--- src/hdl/pif_pkg.sv ---
package pif_pkg;

    // ------------------------------------------------------------------
    // Register map (byte addresses, one aligned word each)
    // ------------------------------------------------------------------
    localparam logic [7:0] ADDR_ENABLE_A = 8'h00;
    localparam logic [7:0] ADDR_ENABLE_B = 8'h04;
    localparam logic [7:0] ADDR_FLAG_A   = 8'h08;
    localparam logic [7:0] ADDR_FLAG_B   = 8'h0C;
    localparam logic [7:0] ADDR_MAIN_CTL = 8'h10;
    localparam logic [7:0] ADDR_CORE_ST  = 8'h14;

    // ------------------------------------------------------------------
    // Implemented-bit masks and reset values
    // ------------------------------------------------------------------
    localparam logic [7:0] MASK_A      = 8'h7F;
    localparam logic [7:0] MASK_B      = 8'h9F;
    localparam logic [7:0] RESET_BYTE  = 8'h00;
    localparam logic [1:0] MASK_CTL    = 2'h3;
    localparam logic [1:0] RESET_CTL   = 2'h0;

    // ------------------------------------------------------------------
    // Field positions
    // ------------------------------------------------------------------
    localparam int BIT_TIMER_ONE    = 0;
    localparam int BIT_TIMER_TWO    = 1;
    localparam int BIT_CAPCMP_ONE   = 2;
    localparam int BIT_CAPCMP_TWO   = 3;
    localparam int BIT_SERIAL_PORT  = 4;
    localparam int BIT_COLLISION    = 5;
    localparam int BIT_ADC_DONE     = 6;
    localparam int BIT_IN_UNDERVOLT = 0;
    localparam int BIT_IN_OVERVOLT  = 1;
    localparam int BIT_GATE_LOW     = 2;
    localparam int BIT_OUT_OVERVOLT = 3;
    localparam int BIT_OVERTEMP     = 4;
    localparam int BIT_DESATURATION_DETECT        = 7;
    localparam int BIT_GLOBAL_EN    = 1;
    localparam int BIT_GROUP_EN     = 0;

    localparam logic [15:0] VECTOR_ADDR = 16'h0004;

    // ------------------------------------------------------------------
    // Types
    // ------------------------------------------------------------------
    typedef struct packed {
        logic [7:0] a;
        logic [7:0] b;
    } pif_events_t;

    typedef struct packed {
        logic        psel;
        logic        penable;
        logic        pwrite;
        logic [7:0]  paddr;
        logic [31:0] pwdata;
    } pif_apb_req_t;

endpackage : pif_pkg

--- src/hdl/pif_flag_byte.sv ---
module pif_flag_byte
    import pif_pkg::*;
#(
    parameter logic [7:0] IMPL_MASK = 8'hFF
) (
    input  wire logic       clk,
    input  wire logic       rst,
    input  wire logic [7:0] event_pulse,
    input  wire logic       wr_en,
    input  wire logic [7:0] wr_data,
    output logic      [7:0] flags
);

    typedef struct packed {
        logic [7:0] flags;
    } pif_fb_state_t;

    pif_fb_state_t state_ff;
    pif_fb_state_t nxt_state;

    // Events are latched regardless of any enable; a same-cycle event beats
    // a software write of zero so it is never lost.
    always_comb begin
        nxt_state = state_ff;
        if (wr_en) begin
            nxt_state.flags = wr_data;
        end
        nxt_state.flags = (nxt_state.flags | event_pulse) & IMPL_MASK;
    end

    always_ff @(posedge clk) begin
        if (rst) begin
            state_ff <= '{flags: RESET_BYTE};
        end else begin
            state_ff <= nxt_state;
        end
    end

    assign flags = state_ff.flags;

    event_sets_a: assert property (@(posedge clk) disable iff (rst)
        (|(event_pulse & IMPL_MASK)) |=> ((flags & $past(event_pulse & IMPL_MASK))
                                           == $past(event_pulse & IMPL_MASK)))
        else $error("event did not set its flag");

    flag_sticky_a: assert property (@(posedge clk) disable iff (rst)
        (!wr_en) |=> ((flags & $past(flags)) == $past(flags)))
        else $error("flag cleared without a write");

endmodule : pif_flag_byte

--- src/hdl/pif_irq_ctrl.sv ---
module pif_irq_ctrl
    import pif_pkg::*;
(
    input  wire logic        CLK,
    input  wire logic        RST,
    input  wire logic        PSEL,
    input  wire logic        PENABLE,
    input  wire logic        PWRITE,
    input  wire logic [7:0]  PADDR,
    input  wire logic [31:0] PWDATA,
    output logic      [31:0] PRDATA,
    output logic             PREADY,
    output logic             PSLVERR,
    input  wire logic [7:0]  EVENT_A,
    input  wire logic [7:0]  EVENT_B,
    input  wire logic        IRQ_TAKEN,
    input  wire logic [15:0] RETURN_PC,
    output logic             CORE_IRQ,
    output logic [15:0]      SAVED_PC,
    output logic [15:0]      VECTOR_PC,
    output logic             VECTOR_LOAD
);

    // ------------------------------------------------------------------
    // State
    // ------------------------------------------------------------------
    typedef struct packed {
        logic [7:0]  enable_a;
        logic [7:0]  enable_b;
        logic        global_irq_enable;
        logic        periph_group_enable;
        logic [31:0] rdata;
        logic [15:0] saved_pc;
        logic        vector_load;
        logic        core_irq;
    } pif_state_t;

    pif_state_t   state_ff;
    pif_state_t   nxt_state;
    pif_apb_req_t apb;
    pif_events_t  evt;
    pif_events_t  flag;
    logic         wr_access;
    logic         rd_access;
    logic         wr_flag_a;
    logic         wr_flag_b;
    logic         addr_ok;
    logic         pending;
    logic         request;

    assign apb = '{psel: PSEL, penable: PENABLE, pwrite: PWRITE,
                   paddr: PADDR, pwdata: PWDATA};
    assign evt = '{a: EVENT_A, b: EVENT_B};

    // ------------------------------------------------------------------
    // APB decode: zero wait states, every access completes in its access phase
    // ------------------------------------------------------------------
    assign wr_access = apb.psel && apb.penable && apb.pwrite;
    assign rd_access = apb.psel && !apb.pwrite;
    assign wr_flag_a = wr_access && (apb.paddr == ADDR_FLAG_A);
    assign wr_flag_b = wr_access && (apb.paddr == ADDR_FLAG_B);

    always_comb begin
        unique case (apb.paddr)
            ADDR_ENABLE_A, ADDR_ENABLE_B, ADDR_FLAG_A,
            ADDR_FLAG_B, ADDR_MAIN_CTL, ADDR_CORE_ST: addr_ok = 1'b1;
            default:                                  addr_ok = 1'b0;
        endcase
    end

    // ------------------------------------------------------------------
    // Flag registers; unused bits are masked inside each instance
    // ------------------------------------------------------------------
    pif_flag_byte #(.IMPL_MASK(MASK_A)) u_flag_a (
        .clk         (CLK),
        .rst         (RST),
        .event_pulse (evt.a),
        .wr_en       (wr_flag_a),
        .wr_data     (apb.pwdata[7:0]),
        .flags       (flag.a)
    );

    // Protection flags; their layout follows the enable register B layout
    pif_flag_byte #(.IMPL_MASK(MASK_B)) u_flag_b (
        .clk         (CLK),
        .rst         (RST),
        .event_pulse (evt.b),
        .wr_en       (wr_flag_b),
        .wr_data     (apb.pwdata[7:0]),
        .flags       (flag.b)
    );

    // ------------------------------------------------------------------
    // Request combine
    // ------------------------------------------------------------------
    assign pending = |((flag.a & state_ff.enable_a) | (flag.b & state_ff.enable_b));
    assign request = state_ff.global_irq_enable && state_ff.periph_group_enable
                     && pending;

    // ------------------------------------------------------------------
    // Next state
    // ------------------------------------------------------------------
    always_comb begin
        nxt_state = state_ff;
        nxt_state.vector_load = 1'b0;
        nxt_state.core_irq    = request;
        if (wr_access) begin
            unique case (apb.paddr)
                ADDR_ENABLE_A: nxt_state.enable_a = apb.pwdata[7:0] & MASK_A;
                ADDR_ENABLE_B: nxt_state.enable_b = apb.pwdata[7:0] & MASK_B;
                ADDR_MAIN_CTL: begin
                    nxt_state.global_irq_enable   = apb.pwdata[BIT_GLOBAL_EN];
                    nxt_state.periph_group_enable = apb.pwdata[BIT_GROUP_EN];
                end
                default: ;
            endcase
        end
        // Taking the interrupt wins over a same-cycle software write of the enable
        if (IRQ_TAKEN && state_ff.core_irq) begin
            nxt_state.global_irq_enable = 1'b0;
            nxt_state.saved_pc          = RETURN_PC;
            nxt_state.vector_load       = 1'b1;
            nxt_state.core_irq          = 1'b0;
        end
        if (rd_access && !apb.penable) begin
            unique case (apb.paddr)
                ADDR_ENABLE_A: nxt_state.rdata = {24'h000000, state_ff.enable_a};
                ADDR_ENABLE_B: nxt_state.rdata = {24'h000000, state_ff.enable_b};
                ADDR_FLAG_A:   nxt_state.rdata = {24'h000000, flag.a};
                ADDR_FLAG_B:   nxt_state.rdata = {24'h000000, flag.b};
                ADDR_MAIN_CTL: nxt_state.rdata = {30'h00000000,
                                                  state_ff.global_irq_enable,
                                                  state_ff.periph_group_enable};
                ADDR_CORE_ST:  nxt_state.rdata = {15'h0000, state_ff.core_irq,
                                                  state_ff.saved_pc};
                default:       nxt_state.rdata = 32'h00000000;
            endcase
        end
    end

    always_ff @(posedge CLK) begin
        if (RST) begin
            state_ff <= '{enable_a: RESET_BYTE, enable_b: RESET_BYTE,
                          global_irq_enable: 1'b0, periph_group_enable: 1'b0,
                          rdata: 32'h00000000, saved_pc: 16'h0000,
                          vector_load: 1'b0, core_irq: 1'b0};
        end else begin
            state_ff <= nxt_state;
        end
    end

    // ------------------------------------------------------------------
    // Outputs
    // ------------------------------------------------------------------
    assign PRDATA      = state_ff.rdata;
    assign PREADY      = 1'b1;
    assign PSLVERR     = apb.psel && apb.penable && !addr_ok;
    assign CORE_IRQ    = state_ff.core_irq;
    assign SAVED_PC    = state_ff.saved_pc;
    assign VECTOR_PC   = VECTOR_ADDR;
    assign VECTOR_LOAD = state_ff.vector_load;

    // ------------------------------------------------------------------
    // Checks
    // ------------------------------------------------------------------
    group_gate_a: assert property (@(posedge CLK) disable iff (RST)
        !state_ff.periph_group_enable |=> !CORE_IRQ)
        else $error("request without group enable");

    global_gate_a: assert property (@(posedge CLK) disable iff (RST)
        !state_ff.global_irq_enable |=> !CORE_IRQ)
        else $error("request without global enable");

    request_raise_a: assert property (@(posedge CLK) disable iff (RST)
        (state_ff.global_irq_enable && state_ff.periph_group_enable && pending
         && !IRQ_TAKEN) |=> CORE_IRQ)
        else $error("qualified request not raised");

    enable_block_a: assert property (@(posedge CLK) disable iff (RST)
        (pending == 1'b0) |=> !CORE_IRQ)
        else $error("request from a blocked source");

    unused_zero_a: assert property (@(posedge CLK) disable iff (RST)
        ((state_ff.enable_a & ~MASK_A) == 8'h00) && ((state_ff.enable_b & ~MASK_B) == 8'h00)
        && ((flag.a & ~MASK_A) == 8'h00) && ((flag.b & ~MASK_B) == 8'h00))
        else $error("unused bit is set");

    enable_write_a: assert property (@(posedge CLK) disable iff (RST)
        (wr_access && apb.paddr == ADDR_ENABLE_A) |=>
        (state_ff.enable_a == ($past(apb.pwdata[7:0]) & MASK_A)))
        else $error("enable register A write lost");

    take_clears_a: assert property (@(posedge CLK) disable iff (RST)
        (IRQ_TAKEN && CORE_IRQ) |=> (!state_ff.global_irq_enable && VECTOR_LOAD
                                     && SAVED_PC == $past(RETURN_PC)) ##1 !VECTOR_LOAD)
        else $error("interrupt take sequence wrong");

endmodule : pif_irq_ctrl

--- config.mk ---
export PLATFORM = sky130hd
export DESIGN_NAME = pif_irq_ctrl
export DESIGN_NICKNAME = d
export VERILOG_FILES = /design/src/hdl/pif_pkg.sv /design/src/hdl/pif_flag_byte.sv /design/src/hdl/pif_irq_ctrl.sv
export SDC_FILE = /design/constraint.sdc
export NUM_CORES = 1
export LEC_CHECK = 0
export BUFFER_PORTS_ARGS = -buffer_cell sky130_fd_sc_hd__buf_2
export CAP_MARGIN = 20
export CORE_ASPECT_RATIO = 1.5
export CORE_UTILIZATION = 50
export DETAILED_ROUTE_END_ITERATION = 10
export MAX_ROUTING_LAYER = met4
export PLACE_DENSITY = 0.85
export SETUP_SLACK_MARGIN = 0.1
export SYNTH_ARGS = -nofsm -noshare
export SYNTH_HDL_FRONTEND = slang
export SYNTH_SLANG_ARGS = --single-unit
--- constraint.sdc ---
create_clock -name CLK -period 3.9 [get_ports CLK]
set_input_delay 0.195 -clock CLK [delete_from_list [all_inputs] [get_ports CLK]]
set_output_delay 0.195 -clock CLK [all_outputs]
set_load 0.03 [all_outputs]
==> results of run 1 <==
registers in the layout (all words and copies together), names as in the netlist:
signal / flops
VECTOR_LOAD: 1
u_flag_a.flags: 7
state_ff: 15
PRDATA: 17
SAVED_PC: 16
CORE_IRQ: 1
u_flag_b.flags: 6
routing by layer:
| layer | wire length, um | GRT usage (%) | vias up |
|---|---|---|---|
| li1 | - | - | 1220 |
| met1 | 2780 | 26.6 | 1185 |
| met2 | 3750 | 38.7 | 111 |
| met3 | 409 | 6.48 | 30 |
| met4 | 385 | 15.7 | 0 |
| met5 | 0 | - | - |
cells by family (layout without fill, tap and decap cells):
family                 after synthesis  in the layout
AO/OA/AOI/OAI                       75             75
flip-flops                          63             63
multiplexers                        26             26
other                                2             32
AND/OR/NAND/NOR                     90             90
buffers and inverters               82            103
critical path, cell delays in order:
cell and delay, ns:
buf_2 0.18, nor4_4 0.53, and2_1 0.62, a22oi_1 0.17
a211oi_1 0.26
area by class of cell:
cell class                      instances  area [sq um]  area share, %
Multi-Input combinational cell        223          1410           41.2
Sequential cell                        63          1260           36.8
Timing Repair Buffer                   86           430           12.5
Clock buffer                           10           138           4.01
Clock inverter                          6          92.6           2.70
Tap cell                               74          92.6           2.70
Inverter                                1          3.75          0.109
through the flow:
stage	util, %	total power, mW	hold WS [ns]	cells
floorplan	-	0.789	0.321	368
global placement	52.6	0.805	0.404	447
detailed placement	52.6	0.809	0.409	447
CTS	56.4	1.45	0.0433	463
global route	56.4	1.50	0.0400	463
finish	56.4	1.45	0.0490	463
cells in the mapped netlist, types with 4 or more instances:
cell type,number
a21oi_1,13
a22o_1,18
a22oi_1,15
a31oi_1,15
buf_2,5
buf_4,65
clkbuf_1,9
dfxtp_1,63
mux2_2,5
mux2i_1,19
nand2_1,24
nand3_1,11
nand4_1,4
nor2_1,30
o21ai_0,4
worst paths after layout:
path         slack, ns                         to                    from
max               2.21     PRDATA[1]$_SDFFE_PP0P_                PADDR[4]
min               0.05   SAVED_PC[1]$_SDFFE_PP0P_            RETURN_PC[1]
max reg2reg       2.26  SAVED_PC[12]$_SDFFE_PP0P_     CORE_IRQ$_SDFF_PP0_
min reg2reg       0.46     PRDATA[4]$_SDFFE_PP0P_  PRDATA[4]$_SDFFE_PP0P_
where the power goes:
group / switching, mW / total [mW] / internal, mW
logic: 0.0972 / 0.134 / 0.0370
registers: 0.00857 / 0.662 / 0.654
clock network: 0.270 / 0.650 / 0.380
==> key figures, run 1 <==
Floorplanning
  – Chip Width: 66.7 um
  – Top-Level Pins: 146
  – Core area: 0.00609 sq mm
  – Std-Cell Rows: 35
  – Die area: 0.00660 sq mm
  – Chip Height: 99.0 um
  – Initial Util: 51.6%

Cells and area
  – Antenna cells: 0
  – Most frequent cells in the layout: 86 x buf_2, 63 x dfxtp_1, 32 x conb_1
  – Design Area, Final: 0.00343 sq mm
  – NumNets Final: 462
  – Layout area overhead: 9.33%
  – Fill cells: 559
  – Commonest non-fill, non-tap cell in the layout: buf_2
  – Share of layout cells above drive strength 1: 29.6%

Yosys
  – Compound-Gate Fraction of Synth Area: 17.1%
  – Synth Flop Type: dfxtp_1
  – Cells after Synth: 338
  – Post-synthesis xor/xnor area fraction: 0%
  – Post-Synth Adder-Cell Area: 0%
  – Yosys warnings: 0
  – Post-synth EDFFs: 0
  – Share of the synthesized area in the top cell type: 40.2%
  – Largest area contributor in the netlist: dfxtp_1
  – Synth area leaders: dfxtp_1 40%, buf_4 16%, mux2i_1 6.1%
  – Post-synthesis sequential element count: 63
  – Synthesized cell area: 0.00314 sq mm
  – Ys async rst share: 0%
  – Largest family of logic cells by synthesized area: buffers and inverters
  – Sequential share of the synthesized area: 40.2%
  – Yosys cell types: 42
  – Simple-gate share of the synthesized area: 14.8%
  – Mux cell area share after synthesis: 9.29%
  – Avg Inst Size Synth: 9.28 sq um

Placed design
  – DP Area: 0.00320 sq mm
  – IO Port Bufs: 86
  – Placer Congestion: 0.903
  – Final HPWL DP: 5410 um
  – Pre-CTS setup slack: 1.87 ns

Detailed routing
  – Vias per inst: 5.50
  – Wirelength, routed: 7330 um
  – Detail Route Antenna Nets: 0
  – Pre-antenna DRT Iters: 4
  – Residual DRC: 0
  – DR vias: 2546
  – Initial DRC Count: 113
  – DR WL/cell: 15.8 um

Global routing
  – GRT Overall Usage: 24.6%
  – Vias in the first global route: 2450
  – Initial antenna violation count: 0
  – Global-route wire length before repair: 11600 um
  – Grt ovf: 0
  – Largest net degree at the start of global routing: 43

Clocking
  – Number of CTS-inserted buffers: 9
  – Clock-pin slew on the worst setup and hold paths: 0.08 ns
  – Worst skew pair latency: 0.35 ns
  – Hold_buf cts: 0
  – CTS tree: yes
  – CTS root buffer: clkbuf_8
  – H-tree Lvls: 3
  – Post-CTS sizing: 0
  – Clk buf depth: 2
  – Sink Count: 63
  – Buffer count from post-CTS setup fixing: 0

Worst setup path
  – Worst-path maximum fanout: 17
  – Crit path kind: input port to flop
  – CP Capture Type: flop
  – CP startpoint kind: input port
  – Crit path DAT: 1.95 ns
  – Crit path required time: 4.16 ns
  – Cell depth of the worst flop-to-flop path: 3

Power and ir drop
  – Worst VDD drop: 0.000287 V
  – Power per cell area: 422 mW/mm^2
  – Pleak: 1.64 nW

Run
  – Max-cap viol count: 0

STA
  – Final Hold Vio Count: 0
  – Endpoints failing setup: 0
  – Final Max Tran Viols: 0
  – Tmin final: 1.69 ns
  – Tcrit/Tclk final: 43.3%
  – Setup TNS: 0 ns
  – Least-Margin Pin Slew: 1.11 ns
  – Fin worst setup slack: 2.21 ns
  – Fmax: 0.592 GHz
  – Unrepaired setup endpoints after global routing: no
  – Worst rel slew slack: 25.4%
  – Final Skew: 0.0119 ns

Status
  – Status: finished, final reports clean

Hold path
  – Hold WC Path Type: input port to flop
  – Hold path cells: 2
Power figures use the tool's default switching activity.
==> run 2, diff against run 1 <==
--- a/config.mk
+++ b/config.mk
@@ -8,10 +8,10 @@
 export BUFFER_PORTS_ARGS = -buffer_cell sky130_fd_sc_hd__buf_2
 export CAP_MARGIN = 20
 export CORE_ASPECT_RATIO = 1.5
-export CORE_UTILIZATION = 50
+export CORE_UTILIZATION = 42
 export DETAILED_ROUTE_END_ITERATION = 10
 export MAX_ROUTING_LAYER = met4
-export PLACE_DENSITY = 0.85
+export PLACE_DENSITY = 0.76
 export SETUP_SLACK_MARGIN = 0.1
 export SYNTH_ARGS = -nofsm -noshare
 export SYNTH_HDL_FRONTEND = slang
==> constraint.sdc (replaced) <==
create_clock -name CLK -period 1.4 [get_ports CLK]
set_input_delay 0.07 -clock CLK [delete_from_list [all_inputs] [get_ports CLK]]
set_output_delay 0.07 -clock CLK [all_outputs]
set_load 0.03 [all_outputs]
==> key figures, run 2 (synthesis gave the netlist of run 1 again) <==
Hold path
  – Hold WC Path Type: input port to flop
  – Hold Path End: state_ff[56]$_SDFFE_PP0P_
  – Hold path cells: 3
  – Hold path start: PWDATA[4]

Worst setup path
  – CP Capture Type: flop
  – Reg2Reg Setup Slack: 0.17 ns
  – Crit path DAT: 1.46 ns
  – Critical path's slowest cell: mux4_2
  – Crit-path leading delay family: multiplexers
  – Cell depth of the worst flop-to-flop path: 3
  – CP startpoint kind: flop
  – Crit path required time: 1.63 ns
  – Worst path cell trace: mux4_2 -> a22oi_1 -> a211oi_1
  – Crit path largest cell delay: 0.47 ns
  – R2R Path Start: SAVED_PC[1]$_SDFFE_PP0P_
  – Worst flop-to-flop path endpoint: PRDATA[1]$_SDFFE_PP0P_
  – Crit path kind: flop to flop
  – CP bufs+invs: 0
  – Worst-path maximum fanout: 3
  – CP startpoint: SAVED_PC[1]$_SDFFE_PP0P_

Global routing
  – Global-route wire length before repair: 12100 um
  – GRT Overall Usage: 21.4%
  – Initial antenna violation count: 0
  – Grt ovf: 0
  – Largest net degree at the start of global routing: 30
  – Vias in the first global route: 2590

Cells and area
  – Most frequent cells in the layout: 86 x buf_2, 62 x dfxtp_1, 32 x conb_1
  – Final Util: 53.6%
  – Layout area overhead: 23.4%
  – Commonest non-fill, non-tap cell in the layout: buf_2
  – Share of layout cells above drive strength 1: 30.1%
  – Antenna cells: 0
  – Layout Cells excl Fill: 538
  – Design Area, Final: 0.00387 sq mm
  – Max reg flops: 17
  – NumNets Final: 511

Floorplanning
  – Top-Level Pins: 146
  – Chip Height: 108 um
  – Chip Width: 72.6 um
  – Initial Util: 43.4%
  – Die area: 0.00783 sq mm
  – Std-Cell Rows: 38
  – Core area: 0.00723 sq mm

STA
  – Final Skew: 0.0102 ns
  – Fmax: 0.814 GHz
  – Final Max Tran Viols: 0
  – Worst Hold Margin: 0.0157 ns
  – Endpoints failing setup: 0
  – Unrepaired setup endpoints after global routing: no
  – Tcrit/Tclk final: 87.7%
  – Tmin final: 1.23 ns
  – Final Hold Vio Count: 0

Power and ir drop
  – Pleak: 1.85 nW
  – Pwr Total: 3.86 mW
  – Int Power: 2.87 mW
  – Power per cell area: 996 mW/mm^2
  – Clock power share: 40.0%
  – Reg power frac: 47.8%
  – Sw power: 0.987 mW
  – Comb power frac: 12.2%
  – Worst VDD drop: 0.000751 V
  – Net Sw Frac: 25.6%

Clocking
  – Sink Count: 63
  – Post-CTS sizing: 0
  – Worst skew pair latency: 0.35 ns
  – Hold_buf cts: 31
  – Number of CTS-inserted buffers: 9
  – Buffer count from post-CTS setup fixing: 0
  – Clock-pin slew on the worst setup and hold paths: 0.07 ns
  – Clk buf depth: 2
  – H-tree Lvls: 3
  – CTS root buffer: clkbuf_8
  – CTS tree: yes

Detailed routing
  – Wirelength, routed: 7890 um
  – DR WL/cell: 14.7 um
  – Pre-antenna DRT Iters: 4
  – Vias per inst: 5.07
  – DR vias: 2730
  – Residual DRC: 0
  – Detail Route Antenna Nets: 0
  – Initial DRC Count: 155

Placed design
  – DP Area: 0.00337 sq mm
  – Post-Place Cells: 491
  – Placer Congestion: 0.966
  – IO Port Bufs: 86
  – Final HPWL DP: 5650 um

Status
  – Status: finished, final reports clean

Run
  – Max-cap viol count: 0
==> run 2: cell count changes in the layout (fill, tap and decap cells not counted) <==
cell	previous run	this run
clkinv_2	0	1
clkbuf_1	0	3
clkinv_4	1	0
dlygate4sd3_1	0	31
nor2_1	30	29
nor2_2	0	1
dfxtp_1	63	62
inv_6	1	0
buf_4	0	18
dfxtp_2	0	1
clkinvlp_4	2	1
bufinv_16	2	1
==> run 2: worst reg2reg max path, stage by stage (launching register included) <==
cell and delay (ns):
dfxtp_1 0.34, mux4_2 0.47, a22oi_1 0.21, a211oi_1 0.09
==> run 2: power by group through the flow <==
stage	combinational, mW	sequential [mW]	clock, mW
after CTS	0.463	1.85	1.57
after floorplan	0.322	1.88	0
after global routing	0.507	1.85	1.65
after detailed placement	0.396	1.89	0
after global placement	0.392	1.88	0
final	0.470	1.85	1.54
==> run 2: final cells by class <==
cell class	instances	area (sq um)
clock buffer	13	149
clock inverter	3	42.5
fill	690	3350
inverter	1	3.75
multi-input combinational	223	1420
sequential	63	1260
tap	100	125
timing repair buffer	135	876
==> run 2: stage by stage <==
stage,setup TNS [ns],setup slack [ns]
finish,0,0.172
global route,0,0.111
CTS,0,0.174
detailed placement,-0.286,-0.0357
global placement,-0.163,-0.0315
floorplan,0,0.140
==> run 2: worst max-delay path by stage <==
stage          cells past startpoint                            to  slack, ns
5_1_grt                            3        PRDATA[1]$_SDFFE_PP0P_       0.11
6_report                           3        PRDATA[1]$_SDFFE_PP0P_       0.17
2_1_floorplan                      4           CORE_IRQ$_SDFF_PP0_       0.14
4_1_cts                            3        PRDATA[1]$_SDFFE_PP0P_       0.17
3_3_place_gp                       6  u_flag_b.flags[2]$_SDFF_PP0_      -0.03
3_5_place_dp                       5     state_ff[52]$_SDFFE_PP0P_      -0.04
==> run 2: metal layers <==
metal  up-vias  wire (um)  share of wire, %  track usage (%)
met2       104       4140                52             36.1
met5         -          0                 0                -
met4         0        274               3.5             12.7
met3        23        408               5.2             5.90
li1       1312          -                 -                -
met1      1291       3070                39             21.9
